### src/core/aer_pkg.sv
package aer_pkg;

  // Register byte addresses.
  localparam logic [31:0] SEVERITY_OFFSET = 32'h0000010C;
  localparam logic [31:0] STATUS_OFFSET = 32'h00000110;
  localparam logic [31:0] MASK_OFFSET = 32'h00000114;
  localparam logic [31:0] MEMCTL_OFFSET = 32'h00000130;

  // Severity field positions.
  localparam int ECRC_POS = 19;
  localparam int UR_POS = 20;
  localparam int ACCESS_POS = 21;
  localparam int DOUBLE_BIT_POS = 31;

  // Correctable status and mask field positions.
  localparam int RCV_POS = 0;
  localparam int BAD_PACKET_POS = 6;
  localparam int BADLINK_POS = 7;
  localparam int ROLLOVER_POS = 8;
  localparam int TIMEOUT_POS = 12;
  localparam int ADVISORY_POS = 13;
  localparam int SINGLE_BIT_POS = 31;
  localparam int CORR_COUNT = 7;
  localparam int SINGLE_BIT_INDEX = 6;
  localparam int CORR_POS [CORR_COUNT] = '{RCV_POS, BAD_PACKET_POS, BADLINK_POS,
    ROLLOVER_POS, TIMEOUT_POS, ADVISORY_POS, SINGLE_BIT_POS};

  // Memory error control field positions.
  localparam int SB_EN_POS = 0;
  localparam int DB_EN_POS = 1;

  // Reset values and implemented bits.
  localparam logic [31:0] STATUS_RESET = 32'h00000000;
  localparam logic [31:0] MASK_RESET = 32'h00002000;
  localparam logic [31:0] SEVERITY_RESET = 32'h00000000;
  localparam logic [31:0] MEMCTL_RESET = 32'h00000000;
  localparam logic [31:0] CORR_BITS = 32'h800031C1;
  localparam logic [31:0] SEV_BITS = 32'h80380000;
  localparam logic [31:0] MEMCTL_BITS = 32'h00000003;

  // Bus responses.
  localparam logic [1:0] RESP_OKAY = 2'h0;
  localparam logic [1:0] RESP_SLVERR = 2'h2;

  typedef struct packed {
    logic awvalid;
    logic [31:0] awaddr;
    logic wvalid;
    logic [31:0] wdata;
    logic [3:0] wstrb;
    logic bready;
    logic arvalid;
    logic [31:0] araddr;
    logic rready;
  } axil_req_t;

  typedef struct packed {
    logic awready;
    logic wready;
    logic bvalid;
    logic [1:0] bresp;
    logic arready;
    logic rvalid;
    logic [31:0] rdata;
    logic [1:0] rresp;
  } axil_rsp_t;

  typedef struct packed {
    logic single_bit_error_flag;
    logic advisory_nonfatal_flag;
    logic replay_timeout_flag;
    logic replay_rollover_flag;
    logic bad_link_packet_flag;
    logic bad_packet_flag;
    logic receiver_error_flag;
  } corr_event_t;

  typedef struct packed {
    logic double_bit_error;
    logic access_violation;
    logic unsupported_request;
    logic ecrc_error;
  } uncorr_event_t;

  typedef enum logic [2:0] {WR_WAIT = 3'h1, WR_EXEC = 3'h2, WR_RESP = 3'h4} wr_state_t;
  typedef enum logic [2:0] {RD_IDLE = 3'h1, RD_FETCH = 3'h2, RD_RESP = 3'h4} rd_state_t;

  typedef struct packed {
    wr_state_t wr_state;
    rd_state_t rd_state;
    logic aw_held;
    logic w_held;
    logic [31:0] awaddr;
    logic [31:0] wdata;
    logic [3:0] wstrb;
    logic [31:0] araddr;
    axil_rsp_t rsp;
  } slave_state_t;

  typedef struct packed {
    logic flag;
  } flag_state_t;

  typedef struct packed {
    logic [31:0] mask;
    logic [31:0] severity;
    logic [31:0] memctl;
    logic rpt_cor;
    logic rpt_nf;
    logic rpt_fat;
  } main_state_t;

  localparam main_state_t MAIN_RESET = '{mask: MASK_RESET, severity: SEVERITY_RESET,
    memctl: MEMCTL_RESET, rpt_cor: 1'b0, rpt_nf: 1'b0, rpt_fat: 1'b0};

endpackage : aer_pkg

### src/core/aer_corr_regs.sv
// Added by the designer: the AXI4-Lite register port.
`timescale 1ns/1ps
`default_nettype none

module aer_corr_regs (
  input wire logic clk,
  input wire logic rst_n,
  input wire logic hot_rst_n,
  input wire aer_pkg::axil_req_t axil_req,
  output aer_pkg::axil_rsp_t axil_rsp,
  input wire aer_pkg::corr_event_t corr_event,
  input wire aer_pkg::uncorr_event_t uncorr_event,
  input wire aer_pkg::uncorr_event_t uncorrectable_error_mask,
  output logic report_correctable,
  output logic report_nonfatal,
  output logic report_fatal
);

  aer_pkg::main_state_t s_q;
  aer_pkg::main_state_t s_d;

  logic bus_rst_n;
  logic wr_en;
  logic [31:0] wr_addr;
  logic [31:0] wr_data;
  logic [3:0] wr_strb;
  logic wr_hit;
  logic [31:0] rd_addr;
  logic [31:0] rd_data;
  logic rd_hit;
  logic [31:0] byte_mask;
  logic [31:0] status_clr;
  logic [31:0] status_vec;
  logic [31:0] event_vec;
  logic [aer_pkg::CORR_COUNT-1:0] event_bits;
  logic [aer_pkg::CORR_COUNT-1:0] flag_bits;
  logic sb_en;
  logic db_en;

  // The bus front end restarts on any reset; the sticky bank only on power-on.
  assign bus_rst_n = rst_n & hot_rst_n;

  axil_reg_slave u_slave (
    .clk(clk),
    .rst_n(bus_rst_n),
    .req(axil_req),
    .rsp(axil_rsp),
    .wr_en(wr_en),
    .wr_addr(wr_addr),
    .wr_data(wr_data),
    .wr_strb(wr_strb),
    .wr_hit(wr_hit),
    .rd_addr(rd_addr),
    .rd_data(rd_data),
    .rd_hit(rd_hit)
  );

  // Memory error reporting enables as currently held.
  assign sb_en = s_q.memctl[aer_pkg::SB_EN_POS];
  assign db_en = s_q.memctl[aer_pkg::DB_EN_POS];
  assign event_bits = corr_event;

  // Byte enables widened to a bit mask.
  always_comb
  begin
    for (int b = 0; b < 4; b++)
    begin
      byte_mask[b*8 +: 8] = {8{wr_strb[b]}};
    end
  end

  // Write-one-to-clear strobes for the status flags.
  assign status_clr = (wr_en && wr_addr == aer_pkg::STATUS_OFFSET) ?
    (wr_data & byte_mask) : 32'h00000000;

  // One sticky flag per correctable event; the single-bit flag is held at zero while
  // its reporting enable is clear.
  generate
    for (genvar i = 0; i < aer_pkg::CORR_COUNT; i++)
    begin : g_flag
      sticky_flag_cell #(
        .RESET_VALUE(aer_pkg::STATUS_RESET[aer_pkg::CORR_POS[i]])
      ) u_flag (
        .clk(clk),
        .rst_n(rst_n),
        .keep_en((i == aer_pkg::SINGLE_BIT_INDEX) ? sb_en : 1'b1),
        .set(event_bits[i]),
        .clr(status_clr[aer_pkg::CORR_POS[i]]),
        .flag_q(flag_bits[i])
      );
    end
  endgenerate

  // Flags and events spread onto their register positions; other bits stay zero.
  always_comb
  begin
    status_vec = 32'h00000000;
    event_vec = 32'h00000000;
    for (int k = 0; k < aer_pkg::CORR_COUNT; k++)
    begin
      status_vec[aer_pkg::CORR_POS[k]] = flag_bits[k];
      event_vec[aer_pkg::CORR_POS[k]] = event_bits[k];
    end
    status_vec[aer_pkg::SINGLE_BIT_POS] = flag_bits[aer_pkg::SINGLE_BIT_INDEX] & sb_en;
    event_vec[aer_pkg::SINGLE_BIT_POS] = event_bits[aer_pkg::SINGLE_BIT_INDEX] & sb_en;
  end

  // Register writes, reserved-bit gating and error reporting.
  always_comb
  begin
    logic [31:0] rpt_cor_vec;
    logic [3:0] unc_live;
    logic [3:0] unc_sev;
    rpt_cor_vec = 32'h00000000;
    unc_live = 4'h0;
    unc_sev = 4'h0;
    s_d = s_q;
    if (wr_en && wr_addr == aer_pkg::MEMCTL_OFFSET)
    begin
      s_d.memctl = ((s_q.memctl & ~byte_mask) | (wr_data & byte_mask)) &
        aer_pkg::MEMCTL_BITS;
    end
    if (wr_en && wr_addr == aer_pkg::MASK_OFFSET)
    begin
      s_d.mask = ((s_q.mask & ~byte_mask) | (wr_data & byte_mask)) &
        aer_pkg::CORR_BITS;
    end
    if (wr_en && wr_addr == aer_pkg::SEVERITY_OFFSET)
    begin
      s_d.severity = ((s_q.severity & ~byte_mask) | (wr_data & byte_mask)) &
        aer_pkg::SEV_BITS;
    end
    // Enable-dependent bits are forced to zero and so refuse writes.
    if (!s_d.memctl[aer_pkg::SB_EN_POS])
      s_d.mask[aer_pkg::SINGLE_BIT_POS] = 1'b0;
    if (!s_d.memctl[aer_pkg::DB_EN_POS])
      s_d.severity[aer_pkg::DOUBLE_BIT_POS] = 1'b0;
    // An event is reported unless its mask bit is set or, for the single-bit and double-bit errors, its enable is clear.
    rpt_cor_vec = event_vec & ~s_q.mask;
    s_d.rpt_cor = |rpt_cor_vec;
    unc_live = uncorr_event & ~uncorrectable_error_mask;
    unc_live[3] = unc_live[3] & db_en;
    unc_sev = {s_q.severity[aer_pkg::DOUBLE_BIT_POS], s_q.severity[aer_pkg::ACCESS_POS],
      s_q.severity[aer_pkg::UR_POS], s_q.severity[aer_pkg::ECRC_POS]};
    s_d.rpt_fat = |(unc_live & unc_sev);
    s_d.rpt_nf = |(unc_live & ~unc_sev);
    // A warm reset drops pending report pulses but keeps every sticky bit.
    if (!hot_rst_n)
    begin
      s_d.rpt_cor = 1'b0;
      s_d.rpt_nf = 1'b0;
      s_d.rpt_fat = 1'b0;
    end
  end

  // Write address decode.
  always_comb
  begin
    wr_hit = (wr_addr == aer_pkg::SEVERITY_OFFSET) || (wr_addr == aer_pkg::STATUS_OFFSET) ||
      (wr_addr == aer_pkg::MASK_OFFSET) || (wr_addr == aer_pkg::MEMCTL_OFFSET);
  end

  // Read multiplexer; unmapped addresses read zero with an error answer.
  always_comb
  begin
    rd_hit = 1'b1;
    rd_data = 32'h00000000;
    unique case (rd_addr)
      aer_pkg::SEVERITY_OFFSET: rd_data = s_q.severity;
      aer_pkg::STATUS_OFFSET: rd_data = status_vec;
      aer_pkg::MASK_OFFSET: rd_data = s_q.mask;
      aer_pkg::MEMCTL_OFFSET: rd_data = s_q.memctl;
      default: rd_hit = 1'b0;
    endcase
  end

  // Sticky bank register, loaded with MAIN_RESET only by the power-on reset.
  always_ff @(posedge clk)
  begin
    if (!rst_n)
      s_q <= aer_pkg::MAIN_RESET;
    else
      s_q <= s_d;
  end

  // Report pulses toward the upstream message logic.
  assign report_correctable = s_q.rpt_cor;
  assign report_nonfatal = s_q.rpt_nf;
  assign report_fatal = s_q.rpt_fat;

endmodule : aer_corr_regs

`default_nettype wire

### src/core/sticky_flag_cell.sv
`timescale 1ns/1ps
`default_nettype none

module sticky_flag_cell #(
  parameter logic RESET_VALUE = 1'b0
) (
  input wire logic clk,
  input wire logic rst_n,
  input wire logic keep_en,
  input wire logic set,
  input wire logic clr,
  output logic flag_q
);

  aer_pkg::flag_state_t s_q;
  aer_pkg::flag_state_t s_d;

  // A set in the cycle of a clear wins; a cleared enable forces zero.
  always_comb
  begin
    s_d.flag = keep_en & (set | (s_q.flag & ~clr));
  end

  // The power-on reset clears the flag; the warm reset never reaches it.
  always_ff @(posedge clk)
  begin
    if (!rst_n)
      s_q.flag <= RESET_VALUE;
    else
      s_q <= s_d;
  end

  assign flag_q = s_q.flag;

endmodule : sticky_flag_cell

`default_nettype wire

### src/core/axil_reg_slave.sv
`timescale 1ns/1ps
`default_nettype none

module axil_reg_slave (
  input wire logic clk,
  input wire logic rst_n,
  input wire aer_pkg::axil_req_t req,
  output aer_pkg::axil_rsp_t rsp,
  output logic wr_en,
  output logic [31:0] wr_addr,
  output logic [31:0] wr_data,
  output logic [3:0] wr_strb,
  input wire logic wr_hit,
  output logic [31:0] rd_addr,
  input wire logic [31:0] rd_data,
  input wire logic rd_hit
);

  localparam aer_pkg::slave_state_t SLAVE_RESET = '{wr_state: aer_pkg::WR_WAIT,
    rd_state: aer_pkg::RD_IDLE, aw_held: 1'b0, w_held: 1'b0, awaddr: 32'h00000000,
    wdata: 32'h00000000, wstrb: 4'h0, araddr: 32'h00000000,
    rsp: '{awready: 1'b1, wready: 1'b1, bvalid: 1'b0, bresp: 2'h0, arready: 1'b1,
    rvalid: 1'b0, rdata: 32'h00000000, rresp: 2'h0}};

  aer_pkg::slave_state_t s_q;
  aer_pkg::slave_state_t s_d;

  // Address and data are taken in either order; the write runs once both are held.
  always_comb
  begin
    s_d = s_q;
    unique case (s_q.wr_state)
      aer_pkg::WR_WAIT:
      begin
        if (req.awvalid && s_q.rsp.awready)
        begin
          s_d.aw_held = 1'b1;
          s_d.awaddr = req.awaddr;
          s_d.rsp.awready = 1'b0;
        end
        if (req.wvalid && s_q.rsp.wready)
        begin
          s_d.w_held = 1'b1;
          s_d.wdata = req.wdata;
          s_d.wstrb = req.wstrb;
          s_d.rsp.wready = 1'b0;
        end
        if (s_d.aw_held && s_d.w_held)
          s_d.wr_state = aer_pkg::WR_EXEC;
      end
      aer_pkg::WR_EXEC:
      begin
        s_d.rsp.bvalid = 1'b1;
        s_d.rsp.bresp = wr_hit ? aer_pkg::RESP_OKAY : aer_pkg::RESP_SLVERR;
        s_d.wr_state = aer_pkg::WR_RESP;
      end
      aer_pkg::WR_RESP:
      begin
        if (req.bready)
        begin
          s_d.rsp.bvalid = 1'b0;
          s_d.aw_held = 1'b0;
          s_d.w_held = 1'b0;
          s_d.rsp.awready = 1'b1;
          s_d.rsp.wready = 1'b1;
          s_d.wr_state = aer_pkg::WR_WAIT;
        end
      end
      default: s_d.wr_state = aer_pkg::WR_WAIT;
    endcase
    unique case (s_q.rd_state)
      aer_pkg::RD_IDLE:
      begin
        if (req.arvalid)
        begin
          s_d.araddr = req.araddr;
          s_d.rsp.arready = 1'b0;
          s_d.rd_state = aer_pkg::RD_FETCH;
        end
      end
      aer_pkg::RD_FETCH:
      begin
        s_d.rsp.rvalid = 1'b1;
        s_d.rsp.rdata = rd_hit ? rd_data : 32'h00000000;
        s_d.rsp.rresp = rd_hit ? aer_pkg::RESP_OKAY : aer_pkg::RESP_SLVERR;
        s_d.rd_state = aer_pkg::RD_RESP;
      end
      aer_pkg::RD_RESP:
      begin
        if (req.rready)
        begin
          s_d.rsp.rvalid = 1'b0;
          s_d.rsp.arready = 1'b1;
          s_d.rd_state = aer_pkg::RD_IDLE;
        end
      end
      default: s_d.rd_state = aer_pkg::RD_IDLE;
    endcase
  end

  // Bus state register.
  always_ff @(posedge clk)
  begin
    if (!rst_n)
      s_q <= SLAVE_RESET;
    else
      s_q <= s_d;
  end

  // Outputs toward the bus and the register bank.
  assign rsp = s_q.rsp;
  assign wr_en = (s_q.wr_state == aer_pkg::WR_EXEC);
  assign wr_addr = s_q.awaddr;
  assign wr_data = s_q.wdata;
  assign wr_strb = s_q.wstrb;
  assign rd_addr = s_q.araddr;

endmodule : axil_reg_slave

`default_nettype wire

### config.mk
export PLATFORM = sky130hd
export DESIGN_NAME = aer_corr_regs
export DESIGN_NICKNAME = d
export VERILOG_FILES = /design/src/core/aer_pkg.sv /design/src/core/aer_corr_regs.sv /design/src/core/sticky_flag_cell.sv /design/src/core/axil_reg_slave.sv
export SDC_FILE = /design/constraint.sdc
export NUM_CORES = 1
export LEC_CHECK = 0
export BUFFER_PORTS_ARGS = -buffer_cell sky130_fd_sc_hd__buf_2
export CORE_UTILIZATION = 40
export DETAILED_ROUTE_END_ITERATION = 12
export PLACE_DENSITY = 0.65
export SYNTH_ARGS = -nofsm -noshare
export SYNTH_HDL_FRONTEND = slang
export SYNTH_SLANG_ARGS = --single-unit
### constraint.sdc
create_clock -name clk -period 1.8 [get_ports clk]
set_input_delay 0.09 -clock clk [delete_from_list [all_inputs] [get_ports clk]]
set_output_delay 0.09 -clock clk [all_outputs]
set_load 0.1 [all_outputs]
==> metrics.md <==
| Metric | Value |
|---|---|
| Pin count of the biggest net entering global routing | `39` |
| CTS Buf Count | `17` |
| Pwr/cell area | `~960 nW/um^2` |
| Clock latency on the worst-skew pair | `0.41 ns` |
| Via count of the routed design | `5,130` |
| Post-synth top cells | `183 x nand2_1, 128 x dfxtp_1, 91 x a21oi_1, 45 x buf_4, 28 x nor2_1` |
| Clk sink count | `between 100 and 150` |
| Number of flops mapped to enable cells by yosys | `0` |
| Minimum setup slack among reg-to-reg paths | `-0.02 ns` |
| Setup TNS after final layout | `-0.0480 ns` |
| Fin. Hold Viols | `0` |
| Longest Clk Path Bufs | `2` |
| Worst EP arrival | `2.12 ns` |
| Number of max-cap violations | `0` |
| IR Drop Worst-Case VDD | `664 uV` |
| Post-Synthesis Cells | `658` |
| Class of the worst hold path | `in -> reg` |
| Type of the worst setup path | `reg -> reg` |
| Placed inst area | `6080 um^2` |
| Global-route wire length before repair | `between 20,000 and 25,000 um` |
| CTS tree | `built` |
| Total number of nets in the final design | `981` |
| Routed Wire Length | `about 14,000 um` |
| Die Y-Extent | `118 um` |
| Detailed router's first-iteration violation count | `334` |
| Synthesis-to-finish area growth | `40.4%` |
| Number of port buffers | `between 100 and 150` |
| Count of final setup violators | `3` |
| Chip Width | `118 um` |
| Final std cell area, no fill | `7600 um^2` |
| Ys flop type | `dfxtp_1` |
| Clock slew at the register clock pins of the worst setup and hold paths | `0.05 ns` |
| Number of global-route vias before repair | `4,965` |
| Post-route clock skew | `0.00878 ns` |
| RSZ-0062 raised after global routing | `yes` |
| HPWL Detailed | `9360 um` |
| Post-synthesis cell type count | `47` |
| Sum of buffers and inverters on the critical path | `1` |
| CP endpoint kind | `flop` |
| Wire length per cell after detailed routing | `13.6 um` |
| Crit-path slowest cell | `nor4_4` |
| Most common cell in the synthesized netlist | `nand2_1` |
| Mapped Area | `5410 um^2` |
| Leak pwr | `around 3 nW` |
| Period utilization | `101%` |
| Synth top area share | `a little under half` |
| Starting density of the core | `between 40 and 50%` |
| CP max FO | `4` |
| Final max-slew violation count | `0` |
| Share of flip-flops with an asynchronous set or reset after synthesis | `0%` |
| Leading area contributor after synthesis | `dfxtp_1` |
| Seq/Total Area, Yosys | `47.3%` |
| Family with the most delay on the worst path | `simple AND/OR/NAND/NOR gates` |
| Cell chain of the critical path | `nor4_2, nand4_2, buf_6, nor4_4, mux2i_1, nor2b_1` |
| Register bit total from synthesis | `128` |
| Initial antenna violation count | `0` |
| Tmin final | `1.82 ns` |
| Fraction of final layout cells with drive strength greater than 1 | `23.3%` |
| Syn. warnings | `0` |
| Category of the worst setup path launch point | `flop` |
| Number of cell rows | `between 40 and 50` |
| Mean instance size in the synthesized netlist | `8.23 um^2` |
| DRC errors left | `0` |
| Overall fraction of global-route tracks in use | `21.3%` |
| Antenna cells | `0` |
| Vias per inst | `4.91` |
| Largest incremental delay on the critical path | `0.37 ns` |
| Run status | `complete, but fails checks` |
| Failing checks | `setup timing` |
| Achievable clock frequency | `roughly 0.55 GHz` |
| Detailed Routing Iterations Pass 1 | `4` |
| Final worst-path setup slack | `-0.0227 ns` |
| Area of the core | `roughly 13,000 um^2` |
| Die Outline Area | `14,000 um^2` |
| Root Buffer Master | `clkbuf_16` |
| Top area cells in the synthesized netlist | `dfxtp_1 47%, nand2_1 13%, a21oi_1 8.4%, buf_4 6.2%, nor2_1 1.9%` |
| Share of the core filled with cells | `57.4%` |
| Remaining Overflow, GRT | `0` |
| Required arrival time at the worst endpoint | `about 2.1 ns` |
| Post-detailed-route count of antenna-violating nets | `0` |
| Routability Congestion | `0.813` |
| I/O pin cnt | `167` |
| H-Tree Depth | `4` |
==> power by group <==
part	internal [mW]	total, mW	leakage (nW)	switching [mW]
Combinational	0.390	1.01	1.76	0.616
Sequential	2.92	2.99	1.04	0.0669
Clock	2.15	3.31	0.281	1.16
Total	5.46	7.30	3.09	1.84
==> logic make-up after synthesis <==
group                  count (synthesis)  synth area share [%]
flip-flops                           128                  47.3
buffers and inverters                 93                  9.78
other                                  1                0.0693
AND/OR/NAND/NOR                      283                  25.4
AO/OA/AOI/OAI                        137                  14.3
multiplexers                          16                  3.10
==> metrics by stage <==
stage          hold WS, ns  power, mW  cells  setup WS, ns
2_1_floorplan        0.214       3.68    680        0.0695
3_3_place_gp         0.331       3.87    925        0.0334
3_5_place_dp         0.334       3.89    925       -0.0199
4_1_cts             0.0457       7.35   1044       0.00722
5_1_grt             0.0933       7.58   1044        -0.102
6_report            0.0587       7.30   1044       -0.0227
==> worst paths after layout <==
kind / start / to / cells after the start
max: u_slave.wr_addr[15] / flop / 6
min: uncorrectable_error_mask[3] / report_fatal / 4
max reg2reg: u_slave.wr_addr[15] / flop / 6
min reg2reg: u_slave.rd_addr[12] / u_slave.rd_addr[12] / 2
==> registers in the layout (all words and copies together), names as in the netlist, 4 cells and up, named ones only <==
name / cells
u_slave.rd_addr: 32
u_slave.wr_addr: 32
u_slave.rsp: 18
u_slave.wr_data: 11
u_slave.s_q: 8
g_flag.u_flag.flag_q: 7
u_slave.wr_strb: 4
==> timing repair <==
action	4_1_cts	5_1_grt
pin swaps	2	8
buffers inserted	1	0
endpoints found under the setup margin	1	18
endpoints found under the hold margin	88	0
gates resized for setup	3	9
hold buffers	89	0
==> cells in the final DEF (no fill, tap or decap), drive strengths merged, types with 16 or more instances in the layout <==
cell type / instances
inv: 17
buf: 146
conb: 23
dlygate4sd3: 89
nand2: 183
nor2: 28
nor4: 16
clkbuf: 23
dfxtp: 128
a21oi: 91
==> routing by layer <==
metal,global-route usage (%),vias up,wire length [um]
met2,35.1,172,6990
met1,25.6,2376,6240
li1,-,2554,-
met3,4.83,28,675
met4,11.9,0,331
met5,0,-,0
==> layout make-up <==
cell class,instances,area (um^2)
Clock buffer,23,488
Tap cell,176,220
Inverter,17,63.8
Timing Repair Buffer,235,1720
Fill cell,1196,5640
Multi-Input combinational cell,459,2450
Clock inverter,6,82.6
Sequential cell,128,2570
==> worst reg2reg max path: stages, from the launching register on <==
cell	delay, ns
dfxtp_1	0.32
nor4_2	0.33
nand4_2	0.22
buf_6	0.18
nor4_4	0.37
mux2i_1	0.24
nor2b_1	0.06
(Power assumes the default switching activity.)
